[src/common/cse_pkg.sv]
// Purpose: shared constants, types and functions for the control store
//          ecc and bus routing block
// Assumes: word bit 0 is data bit 0; check bits sit above the data bits
// Notes:   column codes use bit 0 for row A through bit 7 for row H
package cse_pkg;
    // ------------------------------------------------------------
    // word format
    // ------------------------------------------------------------
    localparam int DATA_W  = 34;
    localparam int CHK_W   = 8;
    localparam int WORD_W  = 42;
    localparam int ADDR_W  = 13;
    localparam int CHK_LSB = 34;
    localparam logic [3:0] CORR_WEIGHT = 4'h3;
    // one weight-3 column per data bit, bit 33 first; editable table
    localparam logic [33:0][7:0] ECC_COLS = {
        8'h64, 8'h62, 8'h61, 8'h58, 8'h54, 8'h52, 8'h51, 8'h4C,
        8'h4A, 8'h49, 8'h0D, 8'h46, 8'h45, 8'h43, 8'h38, 8'h34,
        8'h32, 8'h31, 8'h2C, 8'h2A, 8'h29, 8'h26, 8'h25, 8'h23,
        8'h1C, 8'h1A, 8'h19, 8'h16, 8'h15, 8'h13, 8'h0E, 8'hC1,
        8'h0B, 8'h07};
    // ------------------------------------------------------------
    // store address fields
    // ------------------------------------------------------------
    localparam int ADDR_WORD_MSB = 7;
    localparam int ADDR_HALF     = 8;
    localparam int ADDR_BRD_LSB  = 9;
    localparam int ADDR_BRD_MSB  = 12;
    localparam int ADDR_EXP      = 12;
    // ------------------------------------------------------------
    // register map and fields
    // ------------------------------------------------------------
    localparam logic [7:0] REG_CTRL    = 8'h00;
    localparam logic [7:0] REG_STATUS  = 8'h04;
    localparam logic [7:0] REG_SYND    = 8'h08;
    localparam logic [7:0] REG_WORD_LO = 8'h0C;
    localparam logic [7:0] REG_WORD_HI = 8'h10;
    localparam logic [7:0] REG_COUNT   = 8'h14;
    localparam int CTRL_IPL     = 0;
    localparam int CTRL_SERVICE = 1;
    localparam int CTRL_HALT_SW = 2;
    localparam int CTRL_EXP_FIT = 3;
    localparam logic [3:0] CTRL_RESET = 4'h0;
    localparam int ST_DISK    = 0;
    localparam int ST_FATAL   = 1;
    localparam int ST_RUNTIME = 2;
    localparam int ST_CORR    = 3;
    localparam int ST_UNCORR  = 4;
    localparam int ST_HALT    = 5;
    localparam logic [5:0] STATUS_RESET = 6'h00;
    // ------------------------------------------------------------
    // microinstruction formats and branch sources
    // ------------------------------------------------------------
    localparam logic [1:0] FMT0 = 2'h0;
    localparam logic [1:0] FMT2 = 2'h2;
    localparam logic [1:0] FMT3 = 2'h3;
    localparam logic [3:0] SRC_NONE = 4'h0;
    localparam logic [3:0] SRC_G4 = 4'h1;
    localparam logic [3:0] SRC_R1 = 4'h2;
    localparam logic [3:0] SRC_R2 = 4'h3;
    localparam logic [3:0] SRC_R3 = 4'h4;
    localparam logic [3:0] SRC_EV = 4'h5;
    localparam logic [3:0] SRC_R0 = 4'h6;
    localparam logic [3:0] SRC_G7 = 4'h7;
    localparam logic [3:0] SRC_D  = 4'h8;
    localparam logic [3:0] SRC_CH = 4'h9;
    // branch code to source, code 15 first; editable table
    localparam logic [15:0][3:0] BR_MAP = {
        SRC_NONE, SRC_NONE, SRC_NONE, SRC_NONE, SRC_NONE, SRC_NONE,
        SRC_NONE, SRC_CH, SRC_D, SRC_G7, SRC_R0, SRC_EV,
        SRC_R3, SRC_R2, SRC_R1, SRC_G4};
    typedef struct packed {
        logic [1:0]  format;
        logic [3:0]  first_source_select;
        logic [3:0]  second_source_select;
        logic [3:0]  dest_select;
        logic [7:0]  constant_field_bits;
        logic [3:0]  xfer_dest_field;
        logic [3:0]  transfer_code_field;
        logic [31:0] immediate;
    } cse_micro_t;
    typedef struct packed {
        logic [7:0] gp_byte_four;
        logic [7:0] gp_byte_seven;
        logic [7:0] file_byte_zero;
        logic [7:0] file_byte_one;
        logic [7:0] file_byte_two;
        logic [7:0] file_byte_three;
        logic [7:0] event_latch;
        logic [7:0] result_bus;
        logic [7:0] channel_tag_source;
    } cse_br_src_t;
    typedef logic [15:0][7:0] cse_regs_t;
    // check bits of a data word
    function automatic logic [7:0] gen_check(input logic [33:0] d);
        logic [7:0] c;
        c = 8'h00;
        for (int i = 0; i < DATA_W; i++) begin
            if (d[i]) begin
                c = c ^ ECC_COLS[i];
            end
        end
        return c;
    endfunction
    function automatic logic [3:0] ones8(input logic [7:0] v);
        logic [3:0] n;
        n = 4'h0;
        for (int i = 0; i < 8; i++) begin
            n = n + {3'h0, v[i]};
        end
        return n;
    endfunction
endpackage

[src/verilog/cse_top.sv]
// Purpose: control store ecc check and correct, store select, and
//          routing of the five internal buses
// Assumes: classic wishbone slave on ref_clk; translation and branch
//          condition logic live elsewhere
// Notes:
`timescale 1ns/1ns
module cse_top (
    input  wire logic                ref_clk,
    input  wire logic                rst_n,
    input  wire logic                ce,
    input  wire logic                wb_cyc_i,
    input  wire logic                wb_stb_i,
    input  wire logic                wb_we_i,
    input  wire logic [7:0]          wb_adr_i,
    input  wire logic [3:0]          wb_sel_i,
    input  wire logic [31:0]         wb_dat_i,
    output logic      [31:0]         wb_dat_o,
    output logic                     wb_ack_o,
    input  wire logic [12:0]         store_addr,
    input  wire logic                store_word_valid,
    input  wire logic [41:0]         base_word,
    input  wire logic [41:0]         exp_word,
    input  wire logic                disk_word_valid,
    input  wire logic [41:0]         disk_word,
    input  wire cse_pkg::cse_micro_t micro,
    input  wire cse_pkg::cse_regs_t  regs_in,
    input  wire logic [7:0]          alu_result,
    input  wire logic [35:0]         t_src_word,
    input  wire cse_pkg::cse_br_src_t br_src,
    input  wire logic [7:0]          page_select_reg,
    output logic [41:0]              corrected_word,
    output logic [7:0]               syndrome,
    output logic                     corrected_pulse,
    output logic                     halt_exec,
    output logic                     disk_read_error,
    output logic                     fatal_load_error,
    output logic                     runtime_check_error,
    output logic [7:0]               exp_word_sel,
    output logic                     exp_half_sel,
    output logic [3:0]               exp_board_sel,
    output logic [3:0]               first_source_select,
    output logic [7:0]               alu_a_bus,
    output logic [7:0]               alu_b_bus,
    output logic [3:0]               d_dest_select,
    output logic [7:0]               d_bus,
    output logic [35:0]              t_bus,
    output logic [3:0]               wide_dest_select,
    output logic [7:0]               br_bus
);
    // ------------------------------------------------------------
    // control register
    // ------------------------------------------------------------
    logic [3:0]  ctrl;
    logic [5:0]  status;
    logic [15:0] corr_count;
    logic        wb_hit;
    logic        wb_wr;
    logic        wb_w1c;
    logic        halt_clr;
    logic [5:0]  status_set;

    assign wb_hit = wb_cyc_i & wb_stb_i & ~wb_ack_o;
    assign wb_wr  = wb_hit & wb_we_i & wb_sel_i[0];
    assign wb_w1c = wb_wr & (wb_adr_i == cse_pkg::REG_STATUS);
    assign halt_clr = wb_w1c & wb_dat_i[cse_pkg::ST_HALT];

    // software settings: load, service mode, halt switch, fitted
    always_ff @(posedge ref_clk or negedge rst_n) begin
        if (!rst_n) begin
            ctrl <= cse_pkg::CTRL_RESET;
        end else if (ce && wb_wr && wb_adr_i == cse_pkg::REG_CTRL) begin
            ctrl <= wb_dat_i[3:0];
        end
    end

    // ------------------------------------------------------------
    // read path: select, correct, latch
    // ------------------------------------------------------------
    logic [41:0] sel_word;
    logic [7:0]  next_synd;
    logic [3:0]  synd_ones;
    logic [41:0] next_corr;
    logic        hit_bit;
    logic        is_single;
    logic        is_multi;
    logic        halt_cause;

    // the bypass of the jumpers is modelled by the fitted bit
    always_comb begin
        sel_word = base_word;
        if (ctrl[cse_pkg::CTRL_EXP_FIT] &&
            store_addr[cse_pkg::ADDR_EXP]) begin
            sel_word = exp_word;
        end
    end

    // correction is combinational on the selected word so the value
    // captured at the latching edge is already corrected; trades a
    // long path for no extra cycle of latency
    always_comb begin
        next_synd = cse_pkg::gen_check(sel_word[33:0]) ^
                    sel_word[41:34];
        synd_ones = cse_pkg::ones8(next_synd);
        next_corr = sel_word;
        hit_bit   = 1'b0;
        if (synd_ones == cse_pkg::CORR_WEIGHT) begin
            for (int i = 0; i < cse_pkg::DATA_W; i++) begin
                if (cse_pkg::ECC_COLS[i] == next_synd) begin
                    next_corr[i] = ~sel_word[i];
                    hit_bit = 1'b1;
                end
            end
        end
        // a weight-3 code matching no column has no bit to flip
        is_single = hit_bit;
        is_multi  = (next_synd != 8'h00) & ~hit_bit;
        halt_cause = is_multi |
                     (is_single & ctrl[cse_pkg::CTRL_SERVICE] &
                      ctrl[cse_pkg::CTRL_HALT_SW]);
    end

    // display copies of the corrected word and its syndrome
    always_ff @(posedge ref_clk or negedge rst_n) begin
        if (!rst_n) begin
            corrected_word  <= 42'h000_0000_0000;
            syndrome        <= 8'h00;
            corrected_pulse <= 1'b0;
        end else if (ce) begin
            corrected_pulse <= store_word_valid & is_single;
            if (store_word_valid) begin
                corrected_word <= next_corr;
                syndrome       <= next_synd;
            end
        end
    end

    // corrected-error count, saturating so it never wraps to zero
    always_ff @(posedge ref_clk or negedge rst_n) begin
        if (!rst_n) begin
            corr_count <= 16'h0000;
        end else if (ce) begin
            if (wb_wr && wb_adr_i == cse_pkg::REG_COUNT) begin
                corr_count <= 16'h0000;
            end else if (store_word_valid && is_single &&
                         corr_count != 16'hFFFF) begin
                corr_count <= corr_count + 16'h0001;
            end
        end
    end

    // expansion board address split
    always_ff @(posedge ref_clk or negedge rst_n) begin
        if (!rst_n) begin
            exp_word_sel  <= 8'h00;
            exp_half_sel  <= 1'b0;
            exp_board_sel <= 4'h0;
        end else if (ce) begin
            exp_word_sel  <= store_addr[cse_pkg::ADDR_WORD_MSB:0];
            exp_half_sel  <= store_addr[cse_pkg::ADDR_HALF];
            exp_board_sel <= store_addr[cse_pkg::ADDR_BRD_MSB:
                                        cse_pkg::ADDR_BRD_LSB];
        end
    end

    // ------------------------------------------------------------
    // disk load check and sticky status
    // ------------------------------------------------------------
    logic disk_miss;

    assign disk_miss = disk_word_valid &
        (cse_pkg::gen_check(disk_word[33:0]) != disk_word[41:34]);

    always_comb begin
        status_set = 6'h00;
        status_set[cse_pkg::ST_DISK] = disk_miss;
        status_set[cse_pkg::ST_FATAL] =
            disk_miss & ctrl[cse_pkg::CTRL_IPL];
        status_set[cse_pkg::ST_RUNTIME] =
            disk_miss & ~ctrl[cse_pkg::CTRL_IPL];
        status_set[cse_pkg::ST_CORR]   = store_word_valid & is_single;
        status_set[cse_pkg::ST_UNCORR] = store_word_valid & is_multi;
        status_set[cse_pkg::ST_HALT]   = store_word_valid & halt_cause;
    end

    // write one to clear; a set in the same cycle wins
    always_ff @(posedge ref_clk or negedge rst_n) begin
        if (!rst_n) begin
            status <= cse_pkg::STATUS_RESET;
        end else if (ce) begin
            status <= (status & ~(wb_w1c ? wb_dat_i[5:0] : 6'h00)) |
                      status_set;
        end
    end

    // disk, fatal and runtime outputs mirror their sticky flags a cycle behind; halt_exec sets and clears with its flag
    always_ff @(posedge ref_clk or negedge rst_n) begin
        if (!rst_n) begin
            halt_exec           <= 1'b0;
            disk_read_error     <= 1'b0;
            fatal_load_error    <= 1'b0;
            runtime_check_error <= 1'b0;
        end else if (ce) begin
            halt_exec <= status_set[cse_pkg::ST_HALT] |
                         (halt_exec & ~halt_clr);
            disk_read_error     <= status[cse_pkg::ST_DISK];
            fatal_load_error    <= status[cse_pkg::ST_FATAL];
            runtime_check_error <= status[cse_pkg::ST_RUNTIME];
        end
    end

    // ------------------------------------------------------------
    // bus routing
    // ------------------------------------------------------------
    logic [7:0]  next_a;
    logic [7:0]  next_b;
    logic [3:0]  next_a_sel;
    logic [35:0] next_t;
    logic [3:0]  next_t_dest;
    logic [7:0]  next_br;
    logic [3:0]  br_id;

    // four byte parity bits, odd parity, above the 32 data bits
    function automatic logic [35:0] with_parity(input logic [31:0] v);
        logic [3:0] p;
        for (int k = 0; k < 4; k++) begin
            p[k] = ~(^v[k*8 +: 8]);
        end
        return {p, v};
    endfunction

    always_comb begin
        next_a_sel = micro.first_source_select;
        if (micro.format == cse_pkg::FMT2) begin
            next_a_sel = 4'h0;
        end
        next_a = regs_in[next_a_sel];
        if (micro.format == cse_pkg::FMT2) begin
            next_a = 8'h00;
        end
        next_b = micro.constant_field_bits;
        if (micro.format == cse_pkg::FMT3) begin
            next_b = regs_in[micro.second_source_select];
        end
        next_t      = t_src_word;
        next_t_dest = 4'h0;
        if (micro.format == cse_pkg::FMT0) begin
            next_t      = with_parity(micro.immediate);
            next_t_dest = micro.xfer_dest_field;
        end else if (micro.format == cse_pkg::FMT2) begin
            next_t_dest = micro.transfer_code_field;
        end
    end

    // branch source selection through the editable map
    always_comb begin
        br_id = cse_pkg::BR_MAP[page_select_reg[3:0]];
        unique case (br_id)
            cse_pkg::SRC_G4: next_br = br_src.gp_byte_four;
            cse_pkg::SRC_R1: next_br = br_src.file_byte_one;
            cse_pkg::SRC_R2: next_br = br_src.file_byte_two;
            cse_pkg::SRC_R3: next_br = br_src.file_byte_three;
            cse_pkg::SRC_EV: next_br = br_src.event_latch;
            cse_pkg::SRC_R0: next_br = br_src.file_byte_zero;
            cse_pkg::SRC_G7: next_br = br_src.gp_byte_seven;
            cse_pkg::SRC_D:  next_br = br_src.result_bus;
            cse_pkg::SRC_CH: next_br = br_src.channel_tag_source;
            default:         next_br = 8'h00;
        endcase
    end

    // registered bus outputs, one cycle behind the fields
    always_ff @(posedge ref_clk or negedge rst_n) begin
        if (!rst_n) begin
            first_source_select <= 4'h0;
            alu_a_bus        <= 8'h00;
            alu_b_bus        <= 8'h00;
            d_dest_select    <= 4'h0;
            d_bus            <= 8'h00;
            t_bus            <= 36'h0_0000_0000;
            wide_dest_select <= 4'h0;
            br_bus           <= 8'h00;
        end else if (ce) begin
            first_source_select <= next_a_sel;
            alu_a_bus        <= next_a;
            alu_b_bus        <= next_b;
            d_dest_select    <= micro.dest_select;
            d_bus            <= alu_result;
            t_bus            <= next_t;
            wide_dest_select <= next_t_dest;
            br_bus           <= next_br;
        end
    end

    // ------------------------------------------------------------
    // wishbone slave
    // ------------------------------------------------------------
    logic [31:0] rd_mux;

    // unmapped offsets read as zero and ignore writes
    always_comb begin
        unique case (wb_adr_i)
            cse_pkg::REG_CTRL:    rd_mux = {28'h0, ctrl};
            cse_pkg::REG_STATUS:  rd_mux = {26'h0, status};
            cse_pkg::REG_SYND:    rd_mux = {24'h0, syndrome};
            cse_pkg::REG_WORD_LO: rd_mux = corrected_word[31:0];
            cse_pkg::REG_WORD_HI: rd_mux = {22'h0, corrected_word[41:32]};
            cse_pkg::REG_COUNT:   rd_mux = {16'h0, corr_count};
            default:              rd_mux = 32'h0000_0000;
        endcase
    end

    // answer one edge after the strobe; ack drops the next cycle
    always_ff @(posedge ref_clk or negedge rst_n) begin
        if (!rst_n) begin
            wb_ack_o <= 1'b0;
            wb_dat_o <= 32'h0000_0000;
        end else if (ce) begin
            wb_ack_o <= wb_hit;
            if (wb_hit) begin
                wb_dat_o <= rd_mux;
            end
        end
    end
endmodule

[config.mk]
export PLATFORM = sky130hd
export DESIGN_NAME = cse_top
export DESIGN_NICKNAME = d
export VERILOG_FILES = /design/src/common/cse_pkg.sv /design/src/verilog/cse_top.sv
export SDC_FILE = /design/constraint.sdc
export NUM_CORES = 1
export LEC_CHECK = 0
export BUFFER_PORTS_ARGS = -buffer_cell sky130_fd_sc_hd__clkbuf_2
export CAP_MARGIN = 20
export CORE_AREA = 2 2 271 273
export DETAILED_ROUTE_END_ITERATION = 12
export DIE_AREA = 0 0 273 275
export PLACE_DENSITY = 0.47
export REMOVE_ABC_BUFFERS = 1
export SLEW_MARGIN = 10
export SYNTH_ARGS = -nofsm -noshare
export SYNTH_HDL_FRONTEND = slang
export SYNTH_SLANG_ARGS = --single-unit
export TNS_END_PERCENT = 10
[constraint.sdc]
create_clock -name ref_clk -period 5.7 [get_ports ref_clk]
set_input_delay 0.285 -clock ref_clk [delete_from_list [all_inputs] [get_ports ref_clk]]
set_output_delay 0.285 -clock ref_clk [all_outputs]
set_load 0.02 [all_outputs]
==> parameters.txt <==
Parameter                              Value

Timing
  Total setup violations reported at the end of the flow ... 0
  Min Hold Slack ... 0.04834 ns
  Slew HR ... 31.94%
  Unrepaired setup endpoints after global routing ... true
  Final worst path period need ... 5.572 ns
  Fin. max-slew vios ... 0
  Max Fclk ... 0.1795 GHz
  Worst Skew ... 0.01611 ns
  Final TNS setup ... 0 ns
  Pin slew with the least headroom to its limit ... 1.021 ns
  Hold Vio Cnt, Final ... 0
  Final period util ... 97.76%

Layout
  Fin util ... 31.00%
  Fraction of final layout cells sized beyond drive strength 1 ... 36.89%
  Design Area, Final ... 22420 um^2
  Number of nets in the final layout ... 2991
  Total area of multi-input combinational cells ... 9907 um^2
  Register Area ... between 5000 and 6000 um^2
  Syn-to-layout area delta ... 45.16%
  Number of fill cells ... 7697

Routing
  Total via count in the routed design ... about 16000
  Routed wire length ... 76.59 mm
  Drt wl/cell ... 22.13 um
  DRC Markers ... 0
  Antenna Violating Nets Remaining ... 0
  First drt pass iteration count ... 7
  Iter 0 DRT Violations ... 1253
  DR vias/cell ... 4.758

Floorplanning
  Initial core utilization ... 21.35%
  Total core area ... 72340 um^2
  Die extent in y ... 275 um
  X dimension of the die ... 273 um
  Core Rows ... about 100
  Full die area ... 75080 um^2
  Top-level I/O count ... roughly 700

Synthesis
  Synthesized instance count ... 1713
  Area of the mapped netlist ... 15450 um^2
  Fraction of the yosys area taken by sequential cells ... 33.53%
  Top cells by area, synth ... dfrtp_1 (34%), xnor2_1 (9.6%), nand2_1 (7.5%), mux2i_1 (5.9%), mux4_2 (5.8%)
  Portion of netlist area occupied by mux cells ... 14.97%
  Leading area contributor after synthesis ... dfrtp_1
  Count of state elements after synthesis ... 207
  Combinational family with the most area after synthesis ... simple AND/OR/NAND/NOR gates
  Share of the synthesized netlist area taken by xor and xnor gates ... 15.82%
  Simple logic cell fraction of the synthesized area ... 16.00%
  Unique cell type count in the Yosys netlist ... 71
  Async set-or-reset flop fraction in the synthesized netlist ... 100.0%
  Share of the synthesized area in the top cell type ... 33.53%
  Average instance area after synthesis ... 9.018 um^2
  Yosys Warn Count ... 0
  Most frequently used flop master after synthesis ... dfrtp_1
  Compound-cell area share of the yosys netlist ... 14.58%
  Number of enable-type register cells in the synthesized netlist ... 0
  Area share of fa/ha/maj cells after synthesis ... 1.409%

Clock network
  Longest Clk Path Bufs ... 3
  Clock network latency to the later pin of the worst-skew pair ... 0.59 ns
  Library cell used as clock root buffer ... clkbuf_16
  CTS clock-pin slew for the worst setup and hold paths ... roughly 0.060 ns
  Clock buffer count from CTS ... 30
  Deepest level of the CTS H-tree ... 1
  CTS tree ... yes
  Sink count of the clock tree ... between 200 and 250

Worst setup path
  Launch instance of the worst register-to-register path ... ctrl[3]
  Launching instance or port of the critical path ... ctrl[3]
  Signal arrival time at the worst endpoint ... between 5 and 6 ns
  Startpoint Class ... flip-flop
  Element type at the critical path end ... flip-flop
  Register-to-Register Setup Slack ... approximately 0.13 ns
  FF-to-FF path depth ... 25
  Data required time at the worst endpoint ... a little over 6 ns
  Crit Path Category ... flip-flop to flip-flop
  Capture instance of the worst register-to-register path ... corrected_word[3]
  Largest driver fanout on the critical path ... 6

GRT
  Number of antenna violations at the first check in global routing ... 12
  Total routing resource utilization after global routing ... 19.42%
  Global-route wire length before repair ... 109.9 mm
  Via count of the first global-routing pass ... about 17000
  Maximum number of pins on one net before global-route repair ... 131
  Aggregate global routing overflow ... 0

Run
  Max-cap check violation count ... 0

Hold path
  Cell count of the worst hold path ... 3
  Min-Delay Endpoint ... t_bus[4]
  Worst Hold Class ... input port to flip-flop
  Worst Hold Launch ... micro[4]

Pwr
  Areal power density over the cells ... 319.2 nW/um^2
  LEAKAGE ... 0.01058 uW
  Max IR drop VDD ... 0.3066 mV

Place
  Final weighted congestion in routability-driven placement ... 0.9376
  Half-perimeter wire length after detailed placement ... 60.52 mm
  Quantity of I/O buffers inserted on ports ... 652
  Placed cell area ... 20050 um^2

Outcome
  Outcome ... completed
cells in the final DEF (no fill, tap or decap), types with 10 or more instances in the layout:
| cell type | count |
|---|---|
| a211o_1 | 10 |
| a21oi_1 | 39 |
| a222oi_1 | 10 |
| a22oi_1 | 26 |
| a311oi_1 | 32 |
| a31oi_1 | 52 |
| and3_1 | 14 |
| buf_4 | 70 |
| clkbuf_16 | 30 |
| clkbuf_2 | 651 |
| dfrtp_1 | 207 |
| dlygate4sd3_1 | 103 |
| ha_1 | 10 |
| inv_1 | 29 |
| mux2_2 | 42 |
| mux2i_1 | 85 |
| mux4_2 | 40 |
| nand2_1 | 303 |
| nand3_1 | 31 |
| nor2_1 | 115 |
| nor2b_1 | 28 |
| nor3_1 | 19 |
| o21ai_0 | 100 |
| o22ai_1 | 14 |
| xnor2_1 | 165 |
| xnor3_1 | 10 |
| xor2_1 | 74 |
registers in the layout, summed over array words and instances, names as in the netlist, 4 cells and up:
signal,count
corr_count,16
br_bus,8
corrected_word,42
d_bus,8
exp_board_sel,4
exp_word_sel,8
wb_dat_o,32
t_bus,36
wide_dest_select,4
alu_a_bus,8
d_dest_select,4
alu_b_bus,8
ctrl,4
first_source_select,4
syndrome,8
status,6
cell usage after synthesis, drive strengths merged, types with 5 or more instances:
library cell    n
nand2b          6
mux4           40
xor2           77
and2            8
o221ai          8
dfrtp         207
nand3          33
clkbuf         82
a211o          10
a222oi         10
a21oi          39
inv            32
ha             11
nor4            9
o21ai         106
nand2         311
or3             5
a311oi         32
mux2i          93
mux2           42
xnor2         172
a31oi          52
a22oi          26
or2             5
nor2b          28
nor2          122
nor3           19
and3           16
o22ai          14
nand4           5
buf            28
a221oi          8
a22o            8
xnor3          10
worst max-delay path by stage:
stage / endpoint / slack (ns) / cells after the start
final: corrected_word[3] / 0.13 / 25
after global routing: corrected_word[3] / -0.11 / 24
after CTS: corrected_word[21] / 0.01 / 25
after detailed placement: corrected_word[13] / -0.11 / 22
after global placement: corrected_word[5] / -0.004 / 22
after floorplan: corr_count[0] / -0.72 / 19
timing repair:
action / 4_1_cts / 5_1_grt
gates resized for setup: 7 / 43
pin swaps: 2 / 18
buffers inserted: 6 / 4
setup endpoints to repair: 42 / 54
hold buffers: 103 / 0
endpoints found under the hold margin: 163 / 0
logic make-up after synthesis:
family | after synthesis
XOR/XNOR | 259
AO/OA/AOI/OAI | 339
adder cells (fa/ha/maj) | 15
AND/OR/NAND/NOR | 574
buffers and inverters | 144
multiplexers | 175
flip-flops | 207
stage by stage:
| step | std cells | worst slack (ns) | power [uW] |
|---|---|---|---|
| 6_report | 3461 | 0.1278 | 7157 |
| 5_1_grt | 3459 | -0.1126 | 7578 |
| 4_1_cts | 3446 | 0.01027 | 6935 |
| 3_5_place_dp | 3282 | -0.1084 | 4878 |
| 3_3_place_gp | 3282 | -0.003550 | 4840 |
| 2_1_floorplan | 1603 | -0.7174 | 3543 |
area by class of cell:
type | instances | share of cell area, %
multi-input cells | 1362 | 44.18
flip-flops and latches | 207 | 23.10
inverters | 34 | 0.5692
clock buffers | 40 | 3.783
repair buffers | 836 | 22.32
clock inverters | 15 | 0.6026
diodes | 8 | 0.08928
well taps | 959 | 5.351
worst max-delay path: stages, from the launching register on:
cell and delay (ns):
dfrtp_1 0.40, nand2_4 0.18, buf_4 0.17, mux2i_1 0.32, xnor2_1 0.19, xnor2_1 0.17, xnor2_1 0.09, buf_4 0.16
buf_4 0.13, xnor2_1 0.11, buf_4 0.14, fa_1 0.50, fa_1 0.52, inv_1 0.05, fa_1 0.47, inv_1 0.05
ha_2 0.18, fa_2 0.36, o21ai_2 0.17, and3_4 0.24, nand2_4 0.06, nor4_4 0.28, buf_4 0.16, nand2_1 0.06
xnor2_1 0.16, o21ai_1 0.07
metal layers:
metal,vias up,GRT usage [%],part of all wire [%]
met4,8,5.623,3.1
met3,128,4.155,6.9
met1,8093,26.10,44
met5,-,0,0.064
met2,644,31.29,46
li1,7593,-,-
where the power goes:
part	switching [uW]	internal [uW]	leakage (uW)	total (uW)
combinational	2060	1450	0.00755	3510
clock	784	1090	0.000483	1870
sequential	142	1630	0.00255	1770
total	2990	4170	0.0106	7160
(Power assumes the default switching activity.)
